[src/hdl/gtm_pkg.sv]
package gtm_pkg;

    // register byte addresses (word aligned)
    localparam logic [11:0] ADDR_TIMER_CONTROL = 12'h000;
    localparam logic [11:0] ADDR_GATE_CONTROL = 12'h004;
    localparam logic [11:0] ADDR_COUNT_LOW = 12'h008;
    localparam logic [11:0] ADDR_COUNT_HIGH = 12'h00C;
    localparam logic [11:0] ADDR_FLAGS = 12'h010;

    // timer_control field positions
    localparam int TC_ON = 0;
    localparam int TC_SYNC_DIS = 2;
    localparam int TC_SECONDARY_OSCILLATOR = 3;
    localparam int TC_PS_LO = 4;
    localparam int TC_CS_LO = 6;
    // gate_control field positions
    localparam int GC_SS_LO = 0;
    localparam int GC_LEVEL = 2;
    localparam int GC_ARMED = 3;
    localparam int GC_SPM = 4;
    localparam int GC_TM = 5;
    localparam int GC_POL = 6;
    localparam int GC_EN = 7;
    // flags register field positions (write one to clear)
    localparam int FL_ROLL = 0;
    localparam int FL_GATE = 1;

    // reset values and masks
    localparam logic [7:0] TC_RESET = 8'h00;
    localparam logic [7:0] GC_RESET = 8'h00;
    localparam logic [7:0] TC_WMASK = 8'hFD;
    localparam logic [7:0] GC_WMASK = 8'hF3;
    localparam logic [15:0] COUNT_RESET = 16'h0000;
    localparam logic [15:0] COUNT_MAX = 16'hFFFF;
    localparam logic [2:0] PS_RESET = 3'h0;

    // clock source codes
    localparam logic [1:0] CS_INSTR = 2'h0;
    localparam logic [1:0] CS_SYS = 2'h1;
    localparam logic [1:0] CS_EXT = 2'h2;
    localparam logic [1:0] CS_LFOSC = 2'h3;
    // gate source codes
    localparam logic [1:0] GS_PIN = 2'h0;
    localparam logic [1:0] GS_T0 = 2'h1;
    localparam logic [1:0] GS_CMP1 = 2'h2;
    localparam logic [1:0] GS_CMP2 = 2'h3;

    // instruction clock is system clock divided by four
    localparam logic [1:0] QPHASE_LAST = 2'h3;
    localparam logic [1:0] QPHASE_Q1 = 2'h0;

    // external asynchronous inputs
    typedef struct packed {
        logic ext_clock;
        logic secondary_oscillator;
        logic lfosc;
        logic gate_pin;
        logic t0_overflow;
        logic cmp1;
        logic cmp2;
    } gtm_inputs_t;

    // apb slave answer
    typedef struct packed {
        logic [31:0] prdata;
        logic pready;
        logic pslverr;
    } gtm_apb_rsp_t;

    // whole module state
    typedef struct packed {
        gtm_inputs_t sync1;
        gtm_inputs_t sync2;
        logic [7:0] timer_control;
        logic [7:0] gate_control;
        logic [15:0] count;
        logic [1:0] qphase;
        logic clk_prev;
        logic fall_seen;
        logic [2:0] prescale;
        logic toggle_ff;
        logic gate_prev;
        logic spm_open;
        logic level_prev;
        logic rollover_flag;
        logic gate_event_flag;
        gtm_apb_rsp_t rsp;
    } gtm_state_t;

endpackage

[src/hdl/gtm_timer.sv]
// Decided for this implementation: the register addresses and the APB register port.
`timescale 1ns/100ps
// What this block does
// - clock source field picks low-freq osc, pin/oscillator, system clock or instruction clock
// - pin/oscillator source uses external clock or secondary oscillator per request bit
// - prescale field divides the input clock by 1, 2, 4 or 8
// - external source is always synchronised; sync-disable is stored but has no effect
// - internal sources ignore sync-disable and get no extra stage
// - timer_on enables counting; clearing it stops counting and clears toggle flop
// - gate enable ignored when off; otherwise gate controls counting
// - gate polarity picks whether high or low gate level counts
// - toggle mode toggles gate flop on rising gate edges, else held cleared
// - single-pulse mode bit hands the gate to single-pulse acquisition
// - software arms acquisition; hardware clears armed bit when acquisition completes
// - clearing single-pulse mode also clears the armed bit
// - read-only gate level bit, sampled at Q1, same signal gating the counter
// - gate source field picks comparator 2, comparator 1, Timer0 overflow or pin
// - with pin/oscillator or low-freq osc source, a falling clock edge must be seen before the first counted rising edge
// - count readable and writable as low and high bytes
// - control bits reset to zero; unimplemented bit reads zero
// - single pulse enables on active gate level once armed, ends on trailing edge
// - count wraps FFFF to 0000 and sets the rollover flag
// - falling gate level sets the gate event flag even with gate disabled
module gtm_timer (
    // clock and reset
    input wire logic clock,
    input wire logic reset,
    // apb slave
    input wire logic psel,
    input wire logic penable,
    input wire logic pwrite,
    input wire logic [11:0] paddr,
    input wire logic [31:0] pwdata,
    output logic [31:0] prdata,
    output logic pready,
    output logic pslverr,
    // asynchronous sources
    input wire gtm_pkg::gtm_inputs_t sources,
    // event flags
    output logic rollover_flag,
    output logic gate_event_flag
);

    gtm_pkg::gtm_state_t state;
    gtm_pkg::gtm_state_t next_state;

    // read mux, shared by the bus logic
    function automatic logic [31:0] read_word(input gtm_pkg::gtm_state_t s, input logic [11:0] a);
        logic [31:0] w;
        w = 32'h0000_0000;
        unique case (a)
            gtm_pkg::ADDR_TIMER_CONTROL: w[7:0] = s.timer_control & gtm_pkg::TC_WMASK;
            gtm_pkg::ADDR_GATE_CONTROL: w[7:0] = s.gate_control;
            gtm_pkg::ADDR_COUNT_LOW: w[7:0] = s.count[7:0];
            gtm_pkg::ADDR_COUNT_HIGH: w[7:0] = s.count[15:8];
            gtm_pkg::ADDR_FLAGS: w[1:0] = {s.gate_event_flag, s.rollover_flag};
            default: w = 32'h0000_0000;
        endcase
        return w;
    endfunction

    function automatic logic is_mapped(input logic [11:0] a);
        return a == gtm_pkg::ADDR_TIMER_CONTROL || a == gtm_pkg::ADDR_GATE_CONTROL
            || a == gtm_pkg::ADDR_COUNT_LOW || a == gtm_pkg::ADDR_COUNT_HIGH
            || a == gtm_pkg::ADDR_FLAGS;
    endfunction

    logic [1:0] cs;
    logic [1:0] ps_sel;
    logic timer_on;
    logic clk_src;
    logic tick;
    logic ps_pulse;
    logic [2:0] ps_next;
    logic gate_raw;
    logic gate_pol;
    logic gate_rise;
    logic gate_fall;
    logic toggle_next;
    logic gate_tm;
    logic gate_eff;
    logic level_now;
    logic count_en;
    logic acc_wr;
    logic acc_rd;
    logic armed_clr;
    logic [16:0] count_inc;

    always_comb
    begin
        next_state = state;
        cs = state.timer_control[gtm_pkg::TC_CS_LO +: 2];
        ps_sel = state.timer_control[gtm_pkg::TC_PS_LO +: 2];
        timer_on = state.timer_control[gtm_pkg::TC_ON];

        // two-flop synchronisers for every outside input
        next_state.sync1 = sources;
        next_state.sync2 = state.sync1;
        next_state.qphase = state.qphase + 2'h1;

        // external stage always passes the two flops since logic here
        // is fully synchronous; sync_disable is stored but an unsynchronised path is not offered
        clk_src = 1'b0;
        tick = 1'b0;
        unique case (cs)
            gtm_pkg::CS_INSTR: tick = state.qphase == gtm_pkg::QPHASE_LAST;
            gtm_pkg::CS_SYS: tick = 1'b1;
            gtm_pkg::CS_EXT:
            begin
                clk_src = state.timer_control[gtm_pkg::TC_SECONDARY_OSCILLATOR] ? state.sync2.secondary_oscillator : state.sync2.ext_clock;
            end
            gtm_pkg::CS_LFOSC: clk_src = state.sync2.lfosc;
        endcase
        next_state.clk_prev = clk_src;
        // arm rising-edge counting only after a falling edge
        if (cs[1] && state.clk_prev && !clk_src)
        begin
            next_state.fall_seen = 1'b1;
        end
        if (cs[1])
        begin
            tick = state.fall_seen && !state.clk_prev && clk_src;
        end

        // prescaler, output pulse when the low bits wrap
        ps_next = state.prescale + {2'b00, tick};
        ps_pulse = 1'b0;
        unique case (ps_sel)
            2'h0: ps_pulse = tick;
            2'h1: ps_pulse = tick && state.prescale[0];
            2'h2: ps_pulse = tick && (state.prescale[1:0] == 2'h3);
            2'h3: ps_pulse = tick && (state.prescale == 3'h7);
        endcase
        next_state.prescale = ps_next;

        unique case (state.gate_control[gtm_pkg::GC_SS_LO +: 2])
            gtm_pkg::GS_PIN: gate_raw = state.sync2.gate_pin;
            gtm_pkg::GS_T0: gate_raw = state.sync2.t0_overflow;
            gtm_pkg::GS_CMP1: gate_raw = state.sync2.cmp1;
            gtm_pkg::GS_CMP2: gate_raw = state.sync2.cmp2;
        endcase
        gate_pol = gate_raw ~^ state.gate_control[gtm_pkg::GC_POL];
        next_state.gate_prev = gate_pol;
        gate_rise = gate_pol && !state.gate_prev;

        // toggle flop, cleared while timer off
        toggle_next = state.toggle_ff;
        if (!state.gate_control[gtm_pkg::GC_TM] || !timer_on)
        begin
            toggle_next = 1'b0;
        end
        else if (gate_rise)
        begin
            toggle_next = !state.toggle_ff;
        end
        next_state.toggle_ff = toggle_next;
        gate_tm = state.gate_control[gtm_pkg::GC_TM] ? state.toggle_ff : gate_pol;

        // single pulse opens on active gate level while armed, closes on trailing edge
        armed_clr = 1'b0;
        if (state.gate_control[gtm_pkg::GC_SPM])
        begin
            if (state.gate_control[gtm_pkg::GC_ARMED] && !state.spm_open && gate_tm)
            begin
                next_state.spm_open = 1'b1;
            end
            if (state.spm_open && !gate_tm)
            begin
                next_state.spm_open = 1'b0;
                armed_clr = 1'b1;
            end
            gate_eff = state.spm_open && gate_tm;
        end
        else
        begin
            next_state.spm_open = 1'b0;
            gate_eff = gate_tm;
        end

        // gate level latched at Q1, same value that gates the counter
        level_now = state.gate_control[gtm_pkg::GC_LEVEL];
        if (state.qphase == gtm_pkg::QPHASE_Q1)
        begin
            level_now = gate_eff;
        end
        next_state.gate_control[gtm_pkg::GC_LEVEL] = level_now;
        next_state.level_prev = state.gate_control[gtm_pkg::GC_LEVEL];
        // falling gate level, independent of gate enable
        gate_fall = state.level_prev && !state.gate_control[gtm_pkg::GC_LEVEL];

        count_en = timer_on && ps_pulse
            && (!state.gate_control[gtm_pkg::GC_EN] || state.gate_control[gtm_pkg::GC_LEVEL]);
        count_inc = {1'b0, state.count} + 17'h0_0001;
        if (count_en)
        begin
            next_state.count = count_inc[15:0];
        end

        // apb access phase takes two cycles: the registered answer adds one wait state
        acc_wr = psel && penable && pwrite && !state.rsp.pready;
        acc_rd = psel && penable && !pwrite && !state.rsp.pready;
        next_state.rsp.pready = psel && penable && !state.rsp.pready;
        next_state.rsp.pslverr = psel && penable && !state.rsp.pready && !is_mapped(paddr);
        next_state.rsp.prdata = acc_rd ? read_word(state, paddr) : 32'h0000_0000;

        // wrap and gate event flags; for each, set wins over a clear in the same cycle
        if (acc_wr && paddr == gtm_pkg::ADDR_FLAGS)
        begin
            if (pwdata[gtm_pkg::FL_ROLL])
            begin
                next_state.rollover_flag = 1'b0;
            end
            if (pwdata[gtm_pkg::FL_GATE])
            begin
                next_state.gate_event_flag = 1'b0;
            end
        end
        if (count_en && state.count == gtm_pkg::COUNT_MAX)
        begin
            next_state.rollover_flag = 1'b1;
        end
        if (gate_fall)
        begin
            next_state.gate_event_flag = 1'b1;
        end

        // register writes; a software write to a count byte wins over the increment of that byte only
        if (acc_wr)
        begin
            unique case (paddr)
                gtm_pkg::ADDR_TIMER_CONTROL: next_state.timer_control = pwdata[7:0] & gtm_pkg::TC_WMASK;
                gtm_pkg::ADDR_GATE_CONTROL:
                begin
                    next_state.gate_control = (pwdata[7:0] & gtm_pkg::GC_WMASK)
                        | {4'h0, pwdata[gtm_pkg::GC_ARMED], level_now, 2'h0};
                end
                gtm_pkg::ADDR_COUNT_LOW: next_state.count[7:0] = pwdata[7:0];
                gtm_pkg::ADDR_COUNT_HIGH: next_state.count[15:8] = pwdata[7:0];
                default: next_state.count = next_state.count;
            endcase
        end
        // hardware clear of the armed bit
        if (armed_clr)
        begin
            next_state.gate_control[gtm_pkg::GC_ARMED] = 1'b0;
        end
        // leaving single-pulse mode drops the armed bit
        if (!next_state.gate_control[gtm_pkg::GC_SPM])
        begin
            next_state.gate_control[gtm_pkg::GC_ARMED] = 1'b0;
        end
        // clock source change restarts the falling-edge qualification
        if (!next_state.timer_control[gtm_pkg::TC_CS_LO + 1]
            || next_state.timer_control != state.timer_control)
        begin
            next_state.fall_seen = 1'b0;
        end
    end

    // state register; the count has no documented reset, zero is used for a clean start
    always_ff @(posedge clock or posedge reset)
    begin
        if (reset)
        begin
            state <= '0;
            state.timer_control <= gtm_pkg::TC_RESET;
            state.gate_control <= gtm_pkg::GC_RESET;
            state.count <= gtm_pkg::COUNT_RESET;
            state.prescale <= gtm_pkg::PS_RESET;
        end
        else
        begin
            state <= next_state;
        end
    end

    // outputs straight from flops
    assign prdata = state.rsp.prdata;
    assign pready = state.rsp.pready;
    assign pslverr = state.rsp.pslverr;
    assign rollover_flag = state.rollover_flag;
    assign gate_event_flag = state.gate_event_flag;

endmodule

[config.mk]
export PLATFORM = sky130hd
export DESIGN_NAME = gtm_timer
export DESIGN_NICKNAME = d
export VERILOG_FILES = /design/src/hdl/gtm_pkg.sv /design/src/hdl/gtm_timer.sv
export SDC_FILE = /design/constraint.sdc
export NUM_CORES = 1
export LEC_CHECK = 0
export CORE_UTILIZATION = 55
export CTS_CLUSTER_DIAMETER = 80
export DETAILED_ROUTE_END_ITERATION = 10
export DONT_BUFFER_PORTS = 1
export PLACE_DENSITY = 0.7
export SETUP_SLACK_MARGIN = 0.4
export SYNTH_ARGS = -nofsm -noshare
export SYNTH_HDL_FRONTEND = slang
export SYNTH_SLANG_ARGS = --single-unit
[constraint.sdc]
create_clock -name clock -period 4.88 [get_ports clock]
set_input_delay 0.244 -clock clock [delete_from_list [all_inputs] [get_ports clock]]
set_output_delay 0.244 -clock clock [all_outputs]
set_load 0.01 [all_outputs]
# Word level (Yosys, flattened, before mapping)
# Index checks and enable logic that the tools add are counted.
[totals] regBits=69 latch_bits=0 ram_bits=0 romBits=0 inputBits=56 output_inout_bits=36 word_cells=152 n_memories=0
[classes] n_addsub=3 n_mul=0 n_div=0 order_cmp=0 eq_ne=21 n_shift=0 mux=34 n_bitwise=2 n_reduce_logical=60
[op_table] cell="two-way mux 8 bit" count=5
[op_table] cell="two-way mux 32 bit" count=1
[op_table] cell="== test 12 x 4 -> 1 bit, second input constant" count=2
[op_table] cell="logical AND 1 bit" count=24
[op_table] cell="case mux 6 bit (4 select lines)" count=1
[op_table] cell="two-way mux 1 bit" count=20
[op_table] cell="adder 16 x 1 -> 16 bit, second input constant" count=1
[op_table] cell="== test 16 bit, second input constant" count=1
[op_table] cell="== test 2 bit, second input constant" count=8
[op_table] cell="two-way mux 16 bit" count=1
[op_table] cell="zero test 1 bit" count=14
[op_table] cell="== test 12 x 3 -> 1 bit, second input constant" count=1
[op_table] cell="== test 12 x 5 -> 1 bit, second input constant" count=1
[op_table] cell="zero test 12 bit" count=1
[op_table] cell="nonzero test 2 bit" count=6
[op_table] cell="case mux 2 bit (5 select lines)" count=1
[op_table] cell="inequality test 3 x 1 -> 1 bit, second input constant" count=3
[op_table] cell="zero test 2 bit" count=4
[op_table] cell="inequality test 8 bit" count=1
[op_table] cell="bitwise OR 8 x 4 -> 8 bit" count=1
[op_table] cell="case mux 1 bit (4 select lines)" count=2
[op_table] cell="AND reduction 2 bit" count=4
[op_table] cell="logical OR 1 bit" count=7
[op_table] cell="== test 2 x 1 -> 1 bit, second input constant" count=3
[op_table] cell="6 further kinds" count=7

# Depth between registers and ports, before layout
# Gate-level depths: netlist (run 1).
[depth] depth_word=14 depth_mapped=8 mapped_depth_nobuf=7

# Worst setup path after synthesis (run 1)
# OpenSTA, ideal clock, no wires.
[synth_path] path_kind="in2reg" start="in paddr[9]" end="reg state[63] (netlist bit)" setup_ps=125 t_arrival_ps=1604 required_time_ps=4755 setup_slack_ps=3151 stages=5 path_buffers=1 cell_sequence="or4_4 > nor2_4 > and4b_1 > buf_4 > mux2_2"
[synth_between] elab_chain_cells=2
[synth_rtl] element="from (decl)" line="gtm_timer.sv:32" text="input wire logic [11:0] paddr,"
[synth_rtl] element="== test 12 x 3 -> 1 bit" line="gtm_timer.sv:230" text="unique case (paddr)"
[synth_rtl] element="AND reduction 2 bit (no line)"
[synth_rtl] element="to (signal assigned)" line="gtm_timer.sv:273" text="state <= next_state;"
[synth_rtl] element="to (decl)" line="gtm_timer.sv:44" text="gtm_pkg::gtm_state_t state;"
# Every way passes these cells.
# A chain may end at the register's enable or synchronous reset.

==> flow_summary.toml, run 1 <==
[outcome]
status = "finished, final reports clean"

[clocking]
cts_tree = "built"
root_buffer = "clkbuf_8"
post-cts-setup-buffer-count = 0
cts_htree_levels = 3
numCtsBuffers = 9
cts_sinks = 69
clockBufferDepth = 2
path_clk_slew_ns = 0.08
ctsResizeCount = 0
clkLatencyLatePin_ns = 0.35

[pwr]
p_int_mw = 0.8971
leakage_nw = 1.709
combinationalPowerShare_pct = 4.4
p_sw_mw = 0.2763
seq_power_share_pct = 50.3
power.density_nw_per_um2 = 316.3
p_clk_share_pct = 45.3
ir_worst_vdd_v = 0.0002658
switching_share_pct = 23.54
power_mw = 1.173

[timing]
finalSetupViolCount = 0
slew-limit-headroom_pct = 44.31
finalClockSkew_ns = 0.008201
finalHoldViolations = 0
maxSlewViolCount = 0
rsz0062_at_grt = "no"
fmax_mhz = 465.3
finalCritPeriodShare_pct = 44.04
hold_slack_ns = 0.008379
period_needed_ns = 2.149
setup_ws_ns = 2.731
setup_tns_ns = 0
worst_pin_slew_ns = 0.8354

[placed_design]
place_ws_ns = 2.743
placed_area_um2 = 3403
io_buffer_count = 0
place_congestion = 0.8198
dp.cells = 385
dpl.hpwl_um = 4630

[grt]
met1_usage_pct = 26.92
first_global_vias = 2114
grt_first_pass_wirelength_um = 10520
grtUsageMet3_pct = 6.222
grt_use_total_pct = 21.91
grt_max_degree = 70
grtUsageMet2_pct = 36.03
grt-ovfl-total = 0
grt-busiest-layer = "met2"
antenna_found_initial = 0

[critical_path]
crit_type = "reg -> reg"
required_ns = 5.15
arrival_ns = 2.42
worstSetupEndpointType = "flop"
cp_max_fo = 16
startpoint_type = "flop"

[die]
die_x_um = 82.01
core-area_um2 = 6061
floorplan.initialDensity_pct = 58.09
die_h_um = 82.01
rows = 28
pin_count = 92
die_area_um2 = 6726

[routing]
wl_um = 6602
ant_nets = 0
drt_iter0_drc = 92
routed_via_density = 5.465
firstDrtPassIters = 4
wl_per_cell_um = 16.14
drc = 0
vias = 2235

[min_path]
hp-class = "in -> reg"

[final_layout]
stdcell_count = 409
fillers = 505
syn2layout_area_growth_pct = 5.366
mostFrequentLayoutCell = "dfrtp_1"
finish.utilization_pct = 61.21
final_area_um2 = 3710
drive_gt1_share_pct = 15.57
n_antenna_cell = 0
fin_nets = 390
mostFrequentLayoutCells = "dfrtp_1 (69), nor2_1 (35), conb_1 (24)"

[yosys]
synthDistinctLibCells = 53
ys_ff_latch = 69
synth_cells = 327
async_flop_share_pct = 100.0
synth_ff_type = "dfrtp_1"
synth_edf_count = 0
ys_seq_area_share_pct = 49.04
yosysWarnings = 0
synth_area_um2 = 3521
avgSynthCellArea_um2 = 10.77

[run]
maxCapViolCount = 0
==> per-layer routing <==
metal | up-vias | routed length [um]
met4 | 0 | 113
met5 | - | 0
met3 | 11 | 337
li1 | 1082 | -
met2 | 65 | 3345
met1 | 1077 | 2805
==> worst max-delay path, cell delays in order (launching register included) <==
cell     delay, ns
dfrtp_1       0.42
and3b_2       0.29
nand2_1       0.12
nor4_4        0.32
and3_1        0.69
nand2_1       0.15
o21ai_2       0.08
==> layout make-up <==
class,instances,area [um2],share of cell area (%)
clock inverter,7,102.6,2.766
clock buffer,9,123.9,3.339
multi-input combinational,229,1534,41.35
tap,75,93.84,2.530
sequential,69,1727,46.54
timing repair buffer,9,87.58,2.361
inverter,11,41.29,1.113
==> state kept, by name, summed over array words and instances, names as in the netlist, named ones only <==
signal and flops:
pslverr 1, prdata 8, state 45, ps_sel 2, rollover_flag 1, gate_event_flag 1, next_state 7, pready 1
cs 2
==> cells in the mapped netlist (2+ instances only) <==
cell	number	share of area [%]
a21boi_0	2	0.43
a21oi_1	12	1.7
a221oi_1	6	1.5
a31oi_1	2	0.36
and2_1	4	0.71
and3_1	5	0.89
and4_1	2	0.50
and4b_1	2	0.57
buf_2	3	0.43
buf_4	33	7.0
clkbuf_1	2	0.21
dfrtp_1	69	49
ha_1	5	1.8
inv_1	11	1.2
mux2_2	12	3.8
mux2i_1	10	2.8
nand2_1	20	2.1
nand3_1	6	0.85
nand3b_1	2	0.43
nand4_1	3	0.53
nor2_1	35	3.7
nor2b_1	6	1.1
nor3_1	6	0.85
nor3_2	2	0.57
nor3b_1	2	0.43
nor4_1	2	0.36
o21ai_0	6	0.85
o21ai_1	2	0.28
o21ai_2	8	2.0
o22ai_1	2	0.36
xnor2_1	18	4.5
xor2_1	6	1.5
==> cell families after synthesis <==
family	after synthesis	share of synthesized area [%]
adder cells (fa/ha/maj)	5	1.777
buffers and inverters	52	9.844
AO/OA/AOI/OAI	45	8.884
AND/OR/NAND/NOR	108	17.06
multiplexers	23	7.321
other	1	0.1065
flip-flops	69	49.04
XOR/XNOR	24	5.970
==> final timing paths <==
path | startpoint | cells after the start | endpoint | slack, ns
setup / recovery | pready | 6 | state[62] | 2.73
hold / removal | pwdata[6] | 2 | state[61] | 0.008
setup reg to reg | pready | 6 | state[62] | 2.73
hold reg to reg | next_state[79] | 0 | state[79] | 0.35
max in group asynchronous | reset | 2 | prdata[0] | 4.31
min in group asynchronous | reset | 2 | next_state[79] | 0.02
==> power by group through the flow <==
| stage | Clock [mW] | Combinational (mW) | Sequential (mW) |
|---|---|---|---|
| floorplan | 0 | 0.0569 | 0.600 |
| global placement | 0 | 0.0467 | 0.601 |
| detailed placement | 0 | 0.0476 | 0.601 |
| CTS | 0.541 | 0.0529 | 0.590 |
| global route | 0.566 | 0.0601 | 0.591 |
| finish | 0.532 | 0.0522 | 0.590 |
==> what timing repair did <==
action,in CTS,in global routing
hold buffers,8,0
hold endpoints to repair,8,0
setup endpoints to repair,0,0
No activity file was read; power rests on OpenSTA's default activity.
==> run 2: changes to the inputs <==
- clock period: 4.88 -> 2.05 ns (I/O delays scaled with it)
==> run 2 against run 1 <==
Count of clock-buffer cells in the layout is 2 higher. Critical path depth stayed put. Worst hold slack better by 0.031 ns. Power is 130% higher. Critical path type unchanged.
==> flow_summary.toml, run 2 (same netlist as run 1, synthesis figures left out) <==
[final_layout]
largest_reg_flops = 45
mostFrequentLayoutCell = "dfrtp_1"
n_antenna_cell = 0
syn2layout_area_growth_pct = 22.14
mostFrequentLayoutCells = "dfrtp_1 (67), nor2_1 (29), conb_1 (24)"
fin_nets = 431
largest-register = "state"
drive_gt1_share_pct = 29.07
fillers = 412
final_area_um2 = 4300

[pwr]
leakage_nw = 1.946
power.density_nw_per_um2 = 634.7
combinationalPowerShare_pct = 6.7
seq_power_share_pct = 51.6
p_clk_share_pct = 41.7
p_sw_mw = 0.6369
ir_worst_vdd_v = 0.0005850
power_mw = 2.729
switching_share_pct = 23.33
p_int_mw = 2.093

[critical_path]
path_buf_inv = 0
crit_type = "reg -> reg"
startpoint_type = "flop"
cpPeakStageDelay_ns = 0.46
path_delay_family = "simple AND/OR/NAND/NOR gates"
r2r-start = "state[74]"
arrival_ns = 2.03
startpoint = "state[74]"
required_ns = 2.29
worstSetupEndpointType = "flop"
cp_slowest_cell = "dfrtp_2"
crit_chain = "mux2i_2 > nor3_4 > o2111ai_4 > nor4b_2 > xnor2_1 > o21ai_2"
cp_max_fo = 6

[timing]
period_needed_ns = 1.791
finalCritPeriodShare_pct = 87.37
fmax_mhz = 558.3
maxSlewViolCount = 0
finalSetupViolCount = 0
rsz0062_at_grt = "yes"
finalHoldViolations = 0
slew-limit-headroom_pct = 51.53
worst_pin_slew_ns = 0.7243
finalClockSkew_ns = 0.006735
setup_tns_ns = 0

[die]
die_x_um = 82.01
die_h_um = 82.01
floorplan.initialDensity_pct = 58.09
rows = 28
pin_count = 92
die_area_um2 = 6726
core-area_um2 = 6061

[clocking]
root_buffer = "clkbuf_8"
cts_sinks = 69
path_clk_slew_ns = 0.07
cts_tree = "built"
clockBufferDepth = 2
numCtsBuffers = 9
clkLatencyLatePin_ns = 0.35
cts_htree_levels = 3

[grt]
grt-ovfl-total = 0
grt_max_degree = 46
first_global_vias = 2430
antenna_found_initial = 0
grt_first_pass_wirelength_um = 12400
grt_use_total_pct = 26.13

[routing]
vias = 2516
ant_nets = 0
firstDrtPassIters = 4
routed_via_density = 5.591
drc = 0
wl_per_cell_um = 17.85
wl_um = 8031
drt_iter0_drc = 134

[placed_design]
placed_area_um2 = 3477
io_buffer_count = 0
dpl.hpwl_um = 4784
place_congestion = 0.8198

[min_path]
hp-class = "in -> reg"
min_from = "paddr[3]"

[outcome]
status = "finished, final reports clean"

[run]
maxCapViolCount = 0
[run 2: cell type report]
type / count / area [um2] / share of cell area (%)
Clock inverter: 5 / 58.81 / 1.367
Sequential cell: 69 / 1729 / 40.21
Clock buffer: 11 / 151.4 / 3.521
Inverter: 11 / 45.04 / 1.047
Tap cell: 75 / 93.84 / 2.182
Timing Repair Buffer: 49 / 454.2 / 10.56
Multi-Input combinational cell: 230 / 1768 / 41.11
[run 2: worst min-delay path, stage by stage]
cell,delay (ns)
nor2_1,0.10
a221oi_1,0.06
nor2_1,0.08
[run 2: metrics by stage]
stage          hold slack [ns]  util [%]  setup slack (ns)  cells
2_1_floorplan           0.1339         -            0.4129    350
3_3_place_gp           0.05516     57.37            0.1786    392
3_5_place_dp           0.06092     57.37            0.1550    392
4_1_cts                0.01972     68.41            0.2979    442
5_1_grt                0.04603     70.95            0.1349    450
6_report               0.03986     70.95            0.2589    450
[run 2: what timing repair did]
action | CTS | global route
setup buffers | 14 | 6
hold buffers | 19 | 0
gates cloned | 1 | 2
setup endpoints to repair | 32 | 36
hold endpoints to repair | 63 | 0
gates resized for setup | 34 | 23
pin swaps | 12 | 9
[run 2: path summary, 6_finish.rpt]
check | end | slack (ns) | cells past startpoint
max | state[62] | 0.26 | 6
min | prdata[3] | 0.04 | 3
max reg2reg | state[62] | 0.26 | 6
min reg2reg | state[85] | 0.35 | 0
max in group asynchronous | state[74] | 1.14 | 3
min in group asynchronous | pready | 0.29 | 2
[run 2: power groups by stage]
stage	clock network [mW]	registers, mW	logic, mW
detailed placement	0	1.43	0.119
global placement	0	1.43	0.117
floorplan	0	1.43	0.136
global route	1.22	1.41	0.202
CTS	1.16	1.41	0.172
finish	1.14	1.41	0.182
[run 2: layer usage]
metal  vias up  GRT usage, %  share of wire, %
li1       1165             -                 -
met1      1223         31.74                40
met2       102         42.64                49
met5         -             0                 0
met4         0         12.98               3.8
met3        26         7.000               6.5
